**src/rtl/eocp_cfg.svh**
```systemverilog
// Purpose: Constants for the embedded-operations-channel message processor
// Assumes: One 12-bit message is delivered by the deframer every 6 ms
// Notes:   Offsets are byte addresses on the plain register port
`ifndef EOCP_CFG_SVH
`define EOCP_CFG_SVH

// Register byte offsets
`define EOCP_REG_MODE      8'h00
`define EOCP_REG_TX        8'h04
`define EOCP_REG_RX        8'h08
`define EOCP_REG_VERIFIED  8'h0C
`define EOCP_REG_STATUS    8'h10

// Message field positions
`define EOCP_ADDR_MSB      11
`define EOCP_ADDR_LSB      9
`define EOCP_DM_BIT        8
`define EOCP_INFO_MSB      7

// Addresses
`define EOCP_ADDR_NT       3'h0
`define EOCP_ADDR_BCAST    3'h7

// Information codes
`define EOCP_CMD_HOLD      8'h00
`define EOCP_CMD_FULL      8'h50
`define EOCP_CMD_B1        8'h51
`define EOCP_CMD_B2        8'h52
`define EOCP_CMD_CRC_REQ   8'h53
`define EOCP_CMD_CRC_NOTE  8'h54
`define EOCP_CMD_NO_COMPLY 8'hAA
`define EOCP_CMD_NORMAL    8'hFF

// Reset value, fixed answers and counts
`define EOCP_TX_RESET      12'h1FF
`define EOCP_HOLD_MSG      12'h100
`define EOCP_NO_COMPLY_MSG 12'h1AA
`define EOCP_LOOKS_PRIOR   2'h2
`define EOCP_DM0_LIMIT     2'h3

`endif

```
**src/rtl/eocp_pkg.sv**
```systemverilog
// Purpose: Types for the embedded-operations-channel message processor
// Assumes: Shared by the top and its two leaf modules
// Notes:   Mode order matches the two-bit filter configuration field
`default_nettype none
package eocp_pkg;

  typedef enum logic [1:0] {
    EOCP_AUTO,
    EOCP_PERIODIC,
    EOCP_ONCHANGE,
    EOCP_THREELOOK
  } eocp_mode_t;

  typedef struct packed {
    logic [11:0] cand;
    logic [1:0]  cnt;
    logic [11:0] last_ver;
    logic        ver_valid;
  } eocp_look_t;

  typedef struct packed {
    logic full_loop;
    logic analog_req;
    logic b1;
    logic b2;
    logic side_sel;
    logic crc_inv;
    logic febe_stop;
    logic nebe_stop;
    logic err_hold;
  } eocp_latch_t;

  typedef struct packed {
    eocp_mode_t  mode;
    logic [11:0] tx;
    logic [11:0] rx;
    logic        rx_seen;
    logic [1:0]  dm0_cnt;
    logic        report;
    logic        exec;
    logic [7:0]  exec_info;
    logic        exec_analog;
    logic [31:0] rdata;
  } eocp_top_t;

endpackage
`default_nettype wire

```
**src/rtl/eocp_cmd_latch.sv**
```systemverilog
// Purpose: Latches executed maintenance commands until released
// Assumes: exec is a one-cycle pulse carrying a verified, addressed command
// Notes:   Release by return-to-normal or deactivation wins over a new command
`timescale 1ns/1ps
`include "eocp_cfg.svh"
`default_nettype none
module eocp_cmd_latch
  import eocp_pkg::*;
(
  input  wire logic       clk,
  input  wire logic       rst,
  input  wire logic       exec,
  input  wire logic [7:0] info,
  input  wire logic       analog_en,
  input  wire logic       deactivate,
  output eocp_latch_t     state
);

  eocp_latch_t q;
  eocp_latch_t d;

  assign state = q;

  // Commands accumulate so several tests run together
  always_comb
  begin
    d = q;
    if (exec)
    begin
      unique case (info)
        `EOCP_CMD_FULL:
        begin
          d.full_loop = 1'b1;
          d.analog_req = analog_en;
        end
        `EOCP_CMD_B1:
        begin
          d.b1       = 1'b1;
          d.side_sel = 1'b1;
        end
        `EOCP_CMD_B2:
        begin
          d.b2       = 1'b1;
          d.side_sel = 1'b1;
        end
        `EOCP_CMD_CRC_REQ:
        begin
          d.crc_inv   = 1'b1;
          d.febe_stop = 1'b1;
          d.err_hold  = 1'b1;
        end
        `EOCP_CMD_CRC_NOTE:
        begin
          d.nebe_stop = 1'b1;
          d.err_hold  = 1'b1;
        end
        `EOCP_CMD_NORMAL:
          d = '0;
        default:
          d = q;                         // Hold and others change nothing
      endcase
    end
    if (deactivate)
      d = '0;
  end

  always_ff @(posedge clk)
  begin
    if (rst)
      q <= '0;
    else
      q <= d;
  end

endmodule
`default_nettype wire

```
**src/rtl/eocp_three_look.sv**
```systemverilog
// Purpose: Three-look verification of received messages
// Assumes: msg_valid is one cycle per received message
// Notes:   qualify and qualify_new are combinational on the cycle of msg_valid; verified comes from a register
`timescale 1ns/1ps
`include "eocp_cfg.svh"
`default_nettype none
module eocp_three_look
  import eocp_pkg::*;
(
  input  wire logic        clk,
  input  wire logic        rst,
  input  wire logic        msg_valid,
  input  wire logic [11:0] msg,
  output logic             qualify,
  output logic             qualify_new,
  output logic [11:0]      verified
);

  eocp_look_t q;
  eocp_look_t d;
  logic       same;

  assign same     = (msg == q.cand);
  assign verified = q.last_ver;

  // Third equal look qualifies; count saturates so it fires only once
  always_comb
  begin
    d           = q;
    qualify     = msg_valid && same && (q.cnt == `EOCP_LOOKS_PRIOR);
    qualify_new = qualify && (!q.ver_valid || (msg != q.last_ver));
    if (msg_valid)
    begin
      if (!same)
      begin
        d.cand = msg;
        d.cnt  = 2'h1;
      end
      else if (q.cnt != 2'h3)
      begin
        d.cnt = q.cnt + 2'h1;
      end
      if (qualify)
      begin
        d.last_ver  = msg;
        d.ver_valid = 1'b1;
      end
    end
  end

  always_ff @(posedge clk)
  begin
    if (rst)
      q <= '0;
    else
      q <= d;
  end

endmodule
`default_nettype wire

```
**src/rtl/eocp_top.sv**
```systemverilog
// Purpose: Embedded-operations-channel processor of a line termination's NT
// Assumes: rx_msg_valid pulses once per received message, every 6 ms
// Notes:   tx_msg holds the message the framer inserts into the next slot
//
// Design decisions made here: strobed register access and the register offsets.
`timescale 1ns/1ps
`include "eocp_cfg.svh"
`default_nettype none
module eocp_top
  import eocp_pkg::*;
(
  input  wire logic        clk,
  input  wire logic        rst,
  // Register port
  input  wire logic [7:0]  reg_addr,
  input  wire logic [31:0] reg_wdata,
  input  wire logic        reg_wr,
  input  wire logic        reg_rd,
  output logic [31:0]      reg_rdata,
  // Link side
  input  wire logic        rx_msg_valid,
  input  wire logic [11:0] rx_msg,
  input  wire logic        deactivate,
  output logic [11:0]      tx_msg,
  output logic             rx_report,
  // Test actions
  output logic             full_loopback_cmd,
  output logic             analog_loop_request_ind,
  output logic             bearer1_loopback,
  output logic             bearer2_loopback,
  output logic             loop_side_select,
  output logic             crc_invert,
  output logic             febe_count_stop,
  output logic             nebe_count_stop,
  output logic             err_ind_hold
);

  eocp_top_t   q;
  eocp_top_t   d;
  eocp_latch_t latch;

  logic        look_ok;
  logic        look_new;
  logic [11:0] verified;

  // Message fields
  logic [2:0]  rx_addr;
  logic        rx_dm;
  logic [7:0]  rx_info;
  logic        addr_ok;
  logic        defined;
  logic        is_auto;
  logic        sw_tx_wr;
  logic [1:0]  dm0_next;

  assign rx_addr = rx_msg[`EOCP_ADDR_MSB:`EOCP_ADDR_LSB];
  assign rx_dm   = rx_msg[`EOCP_DM_BIT];
  assign rx_info = rx_msg[`EOCP_INFO_MSB:0];
  assign addr_ok = (rx_addr == `EOCP_ADDR_NT) || (rx_addr == `EOCP_ADDR_BCAST);
  assign is_auto = (q.mode == EOCP_AUTO);
  assign sw_tx_wr = reg_wr && (reg_addr == `EOCP_REG_TX);

  // Supported command set; in auto mode any other addressed message with the indicator set earns unable-to-comply on its third equal look
  always_comb
  begin
    unique case (rx_info)
      `EOCP_CMD_HOLD,
      `EOCP_CMD_FULL,
      `EOCP_CMD_B1,
      `EOCP_CMD_B2,
      `EOCP_CMD_CRC_REQ,
      `EOCP_CMD_CRC_NOTE,
      `EOCP_CMD_NORMAL:
        defined = 1'b1;
      default:
        defined = 1'b0;
    endcase
  end

  // Consecutive data-indicator zeros, saturating at the limit
  always_comb
  begin
    if (rx_dm)
      dm0_next = 2'h0;
    else if (q.dm0_cnt == `EOCP_DM0_LIMIT)
      dm0_next = q.dm0_cnt;
    else
      dm0_next = q.dm0_cnt + 2'h1;
  end

  eocp_three_look u_look
  (
    .clk         (clk),
    .rst         (rst),
    .msg_valid   (rx_msg_valid),
    .msg         (rx_msg),
    .qualify     (look_ok),
    .qualify_new (look_new),
    .verified    (verified)
  );

  eocp_cmd_latch u_latch
  (
    .clk         (clk),
    .rst         (rst),
    .exec        (q.exec),
    .info        (q.exec_info),
    .analog_en   (q.exec_analog),
    .deactivate  (deactivate),
    .state       (latch)
  );

  // Next state of the processor
  always_comb
  begin
    d        = q;
    d.report = 1'b0;
    d.exec   = 1'b0;

    // Software writes; transmit value is taken in every mode
    if (reg_wr)
    begin
      if (reg_addr == `EOCP_REG_MODE)
        d.mode = eocp_mode_t'(reg_wdata[1:0]);
      if (sw_tx_wr)
        d.tx = reg_wdata[11:0];
    end

    if (rx_msg_valid)
    begin
      d.rx      = rx_msg;
      d.rx_seen = 1'b1;
      d.dm0_cnt = dm0_next;

      unique case (q.mode)
        EOCP_AUTO:
        begin
          // Answer goes out at once; the automatic answer beats a software write
          if (!addr_ok)
            d.tx = `EOCP_HOLD_MSG;
          else if ((dm0_next == `EOCP_DM0_LIMIT) || (rx_dm && !defined && look_ok))
            d.tx = `EOCP_NO_COMPLY_MSG;
          else if (look_new && rx_dm && (rx_info == `EOCP_CMD_NORMAL))
            d.tx = `EOCP_TX_RESET;
          else
            d.tx = rx_msg;
          d.report = look_new;
          // Execute only verified, addressed messages
          if (look_new && addr_ok && rx_dm && defined)
          begin
            d.exec      = 1'b1;
            d.exec_info = rx_info;
            d.exec_analog = 1'b1;
          end
        end
        EOCP_PERIODIC:
          d.report = 1'b1;
        EOCP_ONCHANGE:
          d.report = !q.rx_seen || (rx_msg != q.rx);
        EOCP_THREELOOK:
          d.report = look_ok;
      endcase
      // Transparent modes never execute
    end

    // Read data stand in the cycle after the strobe only
    d.rdata = 32'h0000_0000;
    if (reg_rd)
    begin
      unique case (reg_addr)
        `EOCP_REG_MODE:
          d.rdata = {30'h0, q.mode};
        `EOCP_REG_TX:
          d.rdata = {20'h0, q.tx};
        `EOCP_REG_RX:
          d.rdata = {20'h0, q.rx};
        `EOCP_REG_VERIFIED:
          d.rdata = {20'h0, verified};
        `EOCP_REG_STATUS:
          d.rdata = {21'h0, q.dm0_cnt, latch};
        default:
          d.rdata = 32'h0000_0000;
      endcase
    end
  end

  always_ff @(posedge clk)
  begin
    if (rst)
    begin
      q      <= '0;
      q.mode <= EOCP_AUTO;
      q.tx   <= `EOCP_TX_RESET;
    end
    else
    begin
      q <= d;
    end
  end

  // Outputs straight from flip-flops
  assign reg_rdata               = q.rdata;
  assign tx_msg                  = q.tx;
  assign rx_report               = q.report;
  assign full_loopback_cmd       = latch.full_loop;
  assign analog_loop_request_ind = latch.analog_req;
  assign bearer1_loopback        = latch.b1;
  assign bearer2_loopback        = latch.b2;
  assign loop_side_select        = latch.side_sel;
  assign crc_invert              = latch.crc_inv;
  assign febe_count_stop         = latch.febe_stop;
  assign nebe_count_stop         = latch.nebe_stop;
  assign err_ind_hold            = latch.err_hold;

endmodule
`default_nettype wire
```
**config.mk**
```make
export PLATFORM = sky130hd
export DESIGN_NAME = eocp_top
export DESIGN_NICKNAME = d
export VERILOG_FILES = /design/src/rtl/eocp_pkg.sv /design/src/rtl/eocp_cmd_latch.sv /design/src/rtl/eocp_three_look.sv /design/src/rtl/eocp_top.sv
export VERILOG_INCLUDE_DIRS = /design/src /design/src/rtl
export SDC_FILE = /design/constraint.sdc
export NUM_CORES = 1
export LEC_CHECK = 0
export BUFFER_PORTS_ARGS = -buffer_cell sky130_fd_sc_hd__buf_4
export CAP_MARGIN = 20
export CORE_MARGIN = 4
export CORE_UTILIZATION = 35
export DETAILED_ROUTE_END_ITERATION = 16
export SLEW_MARGIN = 20
export SYNTH_ARGS = -nofsm -noshare
export SYNTH_HDL_FRONTEND = slang
export SYNTH_SLANG_ARGS = --single-unit
```
**constraint.sdc**
```tcl
create_clock -name clk -period 5.8 [get_ports clk]
set_input_delay 1.16 -clock clk [delete_from_list [all_inputs] [get_ports clk]]
set_output_delay 1.16 -clock clk [all_outputs]
set_load 0.03 [all_outputs]
```
# Word-level counts from Yosys, hierarchy flattened
# Index checks and enable logic that the tools add are counted.
# Widths: inputs -> output; s select.
totals:
  ff_bits: 108
  in_bits: 58
  output_inout_bits: 54
op_classes:
  add_sub_neg: 2
  n_eq_ne: 28
  mux: 23
  bitwise: 4
  n_reduce_logical: 48
op_table:
  columns: ["operator", "count"]
  rows:
  - ["$eq 8x7->1 const B", 10]
  - ["$mux 12", 6]
  - ["$pmux 12 s5", 1]
  - ["$mux 38", 1]
  - ["$ne 12x12->1", 2]
  - ["$reduce_and 2->1", 11]
  - ["$mux 10", 2]
  - ["$eq 8x4->1 const B", 2]
  - ["$eq 8x8->1 const B", 2]
  - ["$logic_not 8->1", 2]
  - ["$reduce_bool 2->1", 7]
  - ["$eq 12x12->1", 1]
  - ["$logic_and 1x1->1", 11]
  - ["$eq 2x2->1 const B", 5]
  - ["$pmux 1 s2", 5]
  - ["$reduce_or 2->1", 5]
  - ["$eq 8x3->1 const B", 1]
  - ["$eq 8x5->1 const B", 1]
  - ["$mux 2", 4]
  - ["$pmux 2 s2", 2]
  - ["$reduce_or 7->1", 1]
  - ["$add 2x1->2 const B", 2]
  - ["$logic_or 1x1->1", 4]
  - ["$ne 2x2->1 const B", 2]
  - ["other kinds (10)", 15]

# Logic depth before layout (Yosys ltp)
# Gate-level depths: netlist (run 1).
depth:
  depth_word: 11
  ltp_mapped: 7
  ltp_nobuf: 7

# By module
# From an unflattened synthesis (run 1), not the netlist that was laid out.
unflattened:
  cells_unflattened: 552
  hier_area_um2: 4911.0
by_module_without_submodules:
  columns: ["module", "instances", "cells_per_inst", "area_per_inst_um2", "seq_area_each_um2"]
  rows:
  - ["eocp_top", 1, 374, 3144.3, 1041.0]
  - ["eocp_three_look", 1, 142, 1388.8, 540.5]
  - ["eocp_cmd_latch", 1, 36, 377.9, 160.2]

# Worst setup path before layout (run 1)
# No wires, ideal clock.
synth_path:
  path_type: "input to register"
  start: "in rx_msg[10]"
  end: "reg q (netlist bit tx_msg[0])"
  setup_time_ns: 0.122
  arrival_ns: 2.638
  t_required_ns: 5.678
  setup_slack_ns: 3.040
  stages: 6
  path_buffers: 1
  cell_sequence: "buf_4 xnor2_2 and4_1 nand3_2 o41a_1 a311o_1"
synth_via:
  elab_chain_len: 11
  word_cells_on_any_way: 18
  cone_classes: "eq/ne: 3; mux: 5; reduce/logical: 10"
synth_rtl:
  columns: ["element", "line", "rtl"]
  rows:
  - ["from (decl)", "eocp_top.sv:22", "input wire logic [11:0] rx_msg,"]
  - ["$eq 12x12->1", "eocp_three_look.sv:23", "assign same = (msg == q.cand);"]
  - ["$logic_and 1x1->1 (2 in a row)", "eocp_three_look.sv:30", "qualify = msg_valid && same && (q.cnt == `EOCP_LOOKS_PRIOR);"]
  - ["$logic_and 1x1->1", "eocp_three_look.sv:31", "qualify_new = qualify && (!q.ver_valid || (msg != q.last_ver));"]
  - ["$logic_and 1x1->1 (2 in a row)", "eocp_top.sv:143", "else if (look_new && rx_dm && (rx_info == `EOCP_CMD_NORMAL))"]
  - ["$mux 12", "eocp_top.sv:143", null]
  - ["$mux 12", "eocp_top.sv:141", "else if ((dm0_next == `EOCP_DM0_LIMIT) || (rx_dm && !defined && look_ok))"]
  - ["$mux 12 (*)", "eocp_top.sv:139", "if (!addr_ok)"]
  - ["$mux 12 (*)", "eocp_top.sv:135", "unique case (q.mode)"]
  - ["$mux 38 (*)", "eocp_top.sv:129", "if (rx_msg_valid)"]
  - ["to (decl)", "eocp_top.sv:38", "eocp_top_t q;"]
# Mark *: on every way between the ends. The rest lies on a longest branch, timed or not.
# A chain may end at the register's enable or synchronous reset.

# Worst setup path after layout (run 1)
layout_path:
  start: "in rx_msg_valid"
  end: "reg q[39] in the netlist's numbering"
layout_via:
  elab_chain_len: 7
layout_rtl:
  columns: ["element", "line", "rtl"]
  rows:
  - ["from (decl)", "eocp_top.sv:21", "input wire logic rx_msg_valid,"]
  - ["$logic_and 1x1->1 (2 in a row)", "eocp_three_look.sv:30", null]
  - ["$logic_and 1x1->1", "eocp_three_look.sv:31", null]
  - ["$logic_and 1x1->1 (3 in a row)", "eocp_top.sv:149", "if (look_new && addr_ok && rx_dm && defined)"]
  - ["$reduce_and 3->1 (no source line) (*)", null, null]
# Marks and branches as above.

==> results of run 1 <==
## how the worst max path moves through the flow
stage | cells past startpoint | start | to | slack [ns]
after global placement | 6 | rx_msg_valid | q[39] | 2.21
after CTS | 6 | rx_msg_valid | q[39] | 2.46
after global routing | 6 | rx_msg_valid | q[39] | 2.30
after floorplan | 6 | rx_msg[10] | tx_msg[0] | 3.04
final | 6 | rx_msg_valid | q[39] | 2.49
after detailed placement | 6 | rx_msg_valid | q[39] | 2.10
## final cells by class
cell class | count | area, um2 | area share
multi-input cells | 366 | 2500 | 0.469
flip-flops and latches | 87 | 1740 | 0.327
repair buffers | 72 | 541 | 0.101
clock buffers | 9 | 225 | 0.0422
well taps | 176 | 220 | 0.0413
clock inverters | 7 | 71.3 | 0.0134
inverters | 8 | 30.0 | 0.00563
## critical path: stages
cell	delay, ns
buf_4	0.26
nor3b_2	0.68
o21ai_1	0.47
nor2_1	0.22
and4_1	0.52
mux2i_1	0.26
## per-stage QoR
stage	util	worst slack [ns]	hold WS, ns
after floorplan	-	3.04	0.421
after global placement	0.379	2.21	0.454
after detailed placement	0.379	2.10	0.459
after CTS	0.401	2.46	0.472
after global routing	0.401	2.30	0.496
final	0.401	2.49	0.471
## cells by family after synthesis
kind of cell             after synthesis  share of synthesized area
multiplexers                          45                      0.102
AO/OA/AOI/OAI                         86                      0.122
adder cells (fa/ha/maj)                2                    0.00525
flip-flops                            87                      0.365
XOR/XNOR                              37                     0.0900
other                                  1                   0.000787
buffers and inverters                 86                      0.124
AND/OR/NAND/NOR                      176                      0.190
## placed cells by master, fill, tap and decap left out, types with 9 or more instances in the layout
cell type,netlist,layout
a21oi_1,31,31
buf_4,47,72
clkbuf_16,0,9
conb_1,1,20
dfxtp_1,87,87
mux2i_1,35,35
nand2_1,43,43
nand2b_1,14,14
nand4_1,10,10
nor2_1,63,63
nor4_1,9,9
o21ai_0,10,10
xnor2_1,20,20
xor2_1,9,9
## power groups by stage
stage | combinational, mW | clock, mW | sequential, mW
2_1_floorplan | 0.153 | 0 | 0.639
3_3_place_gp | 0.176 | 0 | 0.645
3_5_place_dp | 0.180 | 0 | 0.646
4_1_cts | 0.180 | 0.593 | 0.632
5_1_grt | 0.195 | 0.617 | 0.634
6_report | 0.180 | 0.582 | 0.633
## flip-flops by register name, summed over array words and instances, names as in the netlist
name             flops
rx_report            1
u_latch.state        8
tx_msg              12
u_look.q            15
reg_rdata           12
u_look.verified     12
q                   27
## per-layer routing
metal / up-vias / GRT usage / wire length [um]
met1: 1716 / 0.216 / 5840
met4: 0 / 0.0490 / 235
met2: 123 / 0.246 / 5390
li1: 1823 / - / -
met5: - / 0 / 0
met3: 19 / 0.0395 / 821
==> impl_metrics.yaml, run 1 <==
placement:
  gp_congestion: 0.780
  post-dp-hpwl_um: 9080
  placed_area_mm2: 0.00504
  numPortBuffers: 71
  placed_cells: 709
timing:
  hold_violations: 0
  setup_viol: 0
  maxSlewViolCount: 0
  setup_tns_ns: 0
  fmax_mhz: 302
  rsz0062_at_grt: "false"
  clock_skew_ns: 0.00913
  period_share: 0.571
  worst_pin_slew_ns: 0.825
  relSlewSlack: 0.443
  period_minus_slack_ns: 3.31
clocking:
  post-cts-setup-buffers: 0
  cts_hold_buf: 0
  post_cts_resized: 0
  htree_levels: 3
  clk-insertion-delay-late_ns: 0.34
  clk_pin_slew_ns: 0.06
  cts_num_sinks: 87
  cts_root_buf: "clkbuf_16"
  clk_path_buf_depth: 2
  numCtsBuffers: 9
  cts_tree: "yes"
status:
  status: "complete, no violations"
power:
  p_sw_frac: 0.268
  internal_power_mw: 1.02
  p_per_area_mw_per_mm2: 262
  leakagePower_nw: 2.04
  p_clk_frac: 0.417
  switching_power_mw: 0.374
  total_power_mw: 1.39
  peakVddDrop_uv: 153
  p_comb_frac: 0.129
  seqPwrFrac: 0.454
layout:
  areaGrowthSynthToFinish_pct: 11.9
  postLayoutCellArea_mm2: 0.00533
  antennaDiodeCount: 0
  final_cells: 725
  nets: 604
  fillers: 1321
  layout-drive-gt1-share: 0.209
global_route:
  track_usage: 0.158
  grt_remaining_overflow: 0
  grt_max_degree: 74
  antenna_found_initial: 0
  first_global_vias: 3604
  grt_pass1_wl_um: 19700
yosys:
  synth_area_leaders: "dfxtp_1, buf_4, mux2i_1"
  synth_warnings: 0
  synth_area_mm2: 0.00477
  post-synth-top-area-cell: "dfxtp_1"
  syn_avg_cell_area_um2: 9.17
  synth.distinct_cells: 57
  ys_seq_elements: 87
  synthFlopType: "dfxtp_1"
  async_flop_share: 0
  synth.top_cells.by_count: "dfxtp_1, nor2_1, buf_4"
  syn_inst: 520
  seq_area_frac_synth: 0.365
  synth_top_cell_area_share: 0.365
  synth.most_common_cell: "dfxtp_1"
  synth-edff-count: 0
worst_hold_path:
  min_to: "q[45]"
  min-delay-start: "q[45]"
  hold_depth: 2
  hp-class: "reg2reg"
detailed_routing:
  drt_iter0_markers: 284
  via_per_inst: 5.08
  drc: 0
  drtPass1Iterations: 4
  wl_per_cell_um: 16.9
  ant_nets: 0
  num_vias: 3681
  drt-total-wl_um: 12300
run:
  cap_violations: 0
die:
  initial_utilization: 0.359
  io_pins: 112
  die_w_um: 125
  chipHeight_um: 125
  die-area_mm2: 0.0156
  coreArea_mm2: 0.0133
  fp-row-count: 42
critical_path:
  rr_worst_depth: 5
  critPathKind: "in2reg"
  crit_required_ns: 6.06
  end_kind: "flip-flop"
  worst-path-max-fanout: 21
  critical_path_arrival_ns: 3.58
  r2r-end: "q[39]"
  rr_startpoint: "q[71]"
  regToRegSetupSlack_ns: 3.20
  cp-start-kind: "input port"
No activity file was read; power rests on OpenSTA's default activity.
==> run 2, diff against run 1 <==
==> constraint.sdc (replaced) <==
create_clock -name clk -period 3 [get_ports clk]
set_input_delay 0.6 -clock clk [delete_from_list [all_inputs] [get_ports clk]]
set_output_delay 0.6 -clock clk [all_outputs]
set_load 0.03 [all_outputs]
==> impl_metrics.yaml, run 2 (same netlist as run 1, synthesis figures left out) <==
status:
  status: "complete, no violations"
layout:
  areaGrowthSynthToFinish_pct: 13.2
  finalCoreUtilization: 0.406
  mostFrequentLayoutCells: "dfxtp_1, buf_4, nor2_1"
  nets: 612
  fillers: 1347
  layout_commonest_cell: "dfxtp_1"
  largest_reg_flops: 27
  largest_register: "q"
  final_cells: 733
  antennaDiodeCount: 0
  reg_top3: "q: 27 flops, u_look.q: 15 flops"
  layout-drive-gt1-share: 0.217
worst_hold_path:
  hp-class: "reg2reg"
  min-delay-start: "u_look.q[0]"
run:
  cap_violations: 0
timing:
  setup_ws_ns: 0.796
  period_minus_slack_ns: 2.20
  worst_pin_slew_ns: 0.816
  setup_tns_ns: 0
  relSlewSlack: 0.452
  period_share: 0.735
  setup_viol: 0
  hold_violations: 0
  clock_skew_ns: 0.00828
  maxSlewViolCount: 0
  fmax_mhz: 454
  rsz0062_at_grt: "false"
  whs_ns: 0.469
clocking:
  cts_hold_buf: 0
  clk_pin_slew_ns: 0.06
  clk_path_buf_depth: 2
  cts_root_buf: "clkbuf_16"
  cts_num_sinks: 87
  post_cts_resized: 0
  post-cts-setup-buffers: 0
  clk-insertion-delay-late_ns: 0.34
  htree_levels: 3
  numCtsBuffers: 9
  cts_tree: "yes"
placement:
  place_ws_ns: 0.406
  numPortBuffers: 71
  placed_cells: 717
  post-dp-hpwl_um: 9260
  gp_congestion: 0.830
detailed_routing:
  drtPass1Iterations: 5
  num_vias: 3690
  wl_per_cell_um: 17.1
  via_per_inst: 5.03
  ant_nets: 0
  drc: 0
  drt-total-wl_um: 12500
  drt_iter0_markers: 322
global_route:
  grt_pass1_wl_um: 20300
  grt_remaining_overflow: 0
  grt-busiest-layer: "met2"
  use_met3: 0.0429
  first_global_vias: 3740
  met1_usage: 0.221
  track_usage: 0.164
  use_met2: 0.259
  grt_max_degree: 46
  antenna_found_initial: 0
die:
  io_pins: 112
  fp-row-count: 42
  die_w_um: 125
  chipHeight_um: 125
  initial_utilization: 0.359
  coreArea_mm2: 0.0133
  die-area_mm2: 0.0156
critical_path:
  rr_startpoint: "u_look.q[16]"
  crit_required_ns: 3.27
  regToRegSetupSlack_ns: 0.92
  crit_start: "rx_msg_valid"
  worst-path-max-fanout: 21
  critical_path_arrival_ns: 2.48
  end_kind: "flip-flop"
  critPathKind: "in2reg"
  cp-start-kind: "input port"
  crit_end: "q[33]"
  rr_worst_depth: 5
  r2r-end: "tx_msg[6]"
power:
  leakagePower_nw: 2.08
  peakVddDrop_uv: 257
  p_per_area_mw_per_mm2: 501
[run 2: worst min-delay path by stage]
stage,end,cells past startpoint
after floorplan,q[32],2
after global placement,q[45],2
after global routing,u_look.q[19],2
after CTS,u_look.q[0],2
after detailed placement,u_look.q[0],2
final,u_look.q[0],2
[run 2: final cells by class]
type	instances	area, um2	share of cell area
Clock buffer	12	246	0.0457
Clock inverter	4	55.1	0.0102
Inverter	8	30.0	0.00556
Multi-Input combinational cell	366	2500	0.464
Sequential cell	87	1740	0.323
Tap cell	176	220	0.0408
Timing Repair Buffer	80	601	0.111
[run 2: layer usage]
layer,vias to the layer above,part of all wire
met4,0,0.010
met3,11,0.070
met2,119,0.45
li1,1828,-
met1,1732,0.47
met5,-,0
[run 2: power by group]
group          internal (mW)  switching (mW)
combinational          0.141           0.211
sequential              1.19          0.0367
clock                  0.671           0.459
[run 2: worst max-delay path, stage by stage]
cell     delay (ns)
buf_4          0.27
nor3b_2        0.29
o21ai_1        0.31
nor2_1         0.22
and4_1         0.53
mux2i_1        0.25
[run 2: stage by stage]
step           power [mW]  cell area (um2)
6_report             2.71             5400
5_1_grt              2.81             5400
2_1_floorplan        1.53             4840
3_3_place_gp         1.59             5100
4_1_cts              2.73             5400
3_5_place_dp         1.60             5100
==> run 3, diff against run 2 <==
==> constraint.sdc (replaced) <==
create_clock -name clk -period 1.9 [get_ports clk]
set_input_delay 0.38 -clock clk [delete_from_list [all_inputs] [get_ports clk]]
set_output_delay 0.38 -clock clk [all_outputs]
set_load 0.03 [all_outputs]
==> impl_metrics.yaml, run 3 (same netlist as run 1, synthesis figures left out) <==
detailed_routing:
  drt-total-wl_um: 13300
  drt_iter0_markers: 208
  num_vias: 3960
  drc: 0
  drtPass1Iterations: 5
  wl_per_cell_um: 16.8
  via_per_inst: 5.03
  ant_nets: 0
run:
  cap_violations: 0
timing:
  period_share: 0.973
  whs_ns: 0.285
  maxSlewViolCount: 0
  worst_pin_slew_ns: 0.509
  rsz0062_at_grt: "true"
  hold_violations: 0
  period_minus_slack_ns: 1.85
  relSlewSlack: 0.660
  clock_skew_ns: 0.00390
  setup_tns_ns: 0
  fmax_mhz: 541
  setup_viol: 0
layout:
  mostFrequentLayoutCells: "buf_4, dfxtp_1, nor2_1"
  largest_reg_flops: 27
  nets: 667
  antennaDiodeCount: 0
  areaGrowthSynthToFinish_pct: 23.1
  layout-drive-gt1-share: 0.327
  largest_register: "q"
  final_cells: 788
  reg_top3: "q: 27 flops, u_look.q: 15 flops"
  layout_commonest_cell: "buf_4"
clocking:
  clk-insertion-delay-late_ns: 0.35
  cts_tree: "yes"
  cts_hold_buf: 0
  htree_levels: 3
  cts_num_sinks: 87
  clk_path_buf_depth: 2
  numCtsBuffers: 9
  clk_pin_slew_ns: 0.06
  cts_root_buf: "clkbuf_16"
global_route:
  grt_max_degree: 30
  track_usage: 0.173
  grt_remaining_overflow: 0
  grt_pass1_wl_um: 21200
  first_global_vias: 3966
  antenna_found_initial: 0
die:
  initial_utilization: 0.359
  die-area_mm2: 0.0156
  die_w_um: 125
  fp-row-count: 42
  io_pins: 112
  chipHeight_um: 125
  coreArea_mm2: 0.0133
placement:
  post-dp-hpwl_um: 10200
  gp_congestion: 0.915
  placed_cells: 772
  numPortBuffers: 71
critical_path:
  end_kind: "flip-flop"
  slowest_delay_ns: 0.45
  crit_buf_inv: 0
  critical_path_arrival_ns: 2.08
  cpMaxStageDelayCell: "o41a_1"
  worst-path-max-fanout: 7
  crit_required_ns: 2.13
  critPathKind: "reg2reg"
  cp-start-kind: "flip-flop"
  critical_path.cell_chain: "xnor2_2, and4_1, nand3_2, o41a_1, a311o_1"
  crit_family: "compound AO/OA/AOI/OAI gates"
worst_hold_path:
  hp-class: "in2reg"
power:
  seqPwrFrac: 0.454
  leakagePower_nw: 2.38
  peakVddDrop_uv: 439
  switching_power_mw: 1.17
  internal_power_mw: 3.09
  p_clk_frac: 0.396
  p_per_area_mw_per_mm2: 725
  p_comb_frac: 0.150
  p_sw_frac: 0.274
  total_power_mw: 4.26
status:
  status: "complete, no violations"
## run 3: final cells by class
cell class / instances / area, um2
inverter: 8 / 30.0
clock inverter: 6 / 43.8
tap: 176 / 220
sequential: 87 / 1760
clock buffer: 10 / 239
fill: 1306 / 7430
multi-input combinational: 366 / 2560
timing repair buffer: 135 / 1020
## run 3: worst paths after layout
check / startpoint / end / slack (ns) / cells past startpoint
worst max-delay path: u_look.q[24] / tx_msg[6] / 0.05 / 5
worst min-delay path: reg_wdata[0] / q[70] / 0.28 / 3
worst max register to register: u_look.q[24] / tx_msg[6] / 0.05 / 5
worst min register to register: q[32] / q[32] / 0.46 / 2
## run 3: worst register-to-register path: cells and delay by family (launching register included)
family                    cells  cell delay, ns
AOI/OAI and AO/OA             2            0.86
and+or+nand+nor               2            0.35
DFF                           1            0.33
xor gates and xnor gates      1            0.20
## run 3: power groups by stage
stage | logic (mW) | registers, mW | clock network, mW
after floorplan | 0.476 | 1.95 | 0
after global placement | 0.623 | 1.97 | 0
after detailed placement | 0.632 | 1.97 | 0
after CTS | 0.635 | 1.93 | 1.72
after global routing | 0.689 | 1.94 | 1.80
final | 0.637 | 1.93 | 1.68
## run 3: routing by layer
layer / part of all wire / global-route usage / wire length, um
met3: 0.081 / 0.0553 / 1070
met2: 0.44 / 0.264 / 5880
met5: 0 / 0 / 0
met1: 0.45 / 0.226 / 5920
met4: 0.030 / 0.0716 / 395
## run 3: repair_timing
item,in CTS,in global routing
endpoints found under the setup margin,8,20
hold endpoints to repair,0,0
gates resized for setup,1,19
pin swaps,0,3
setup buffers,0,0
## run 3: per-stage QoR
stage	cell area (um2)	utilization	worst slack, ns
after global routing	5870	0.441	-0.0103
after detailed placement	5540	0.417	-0.266
after floorplan	4880	-	-0.0370
after global placement	5540	0.417	-0.228
final	5870	0.441	0.0518
after CTS	5820	0.438	0.0227
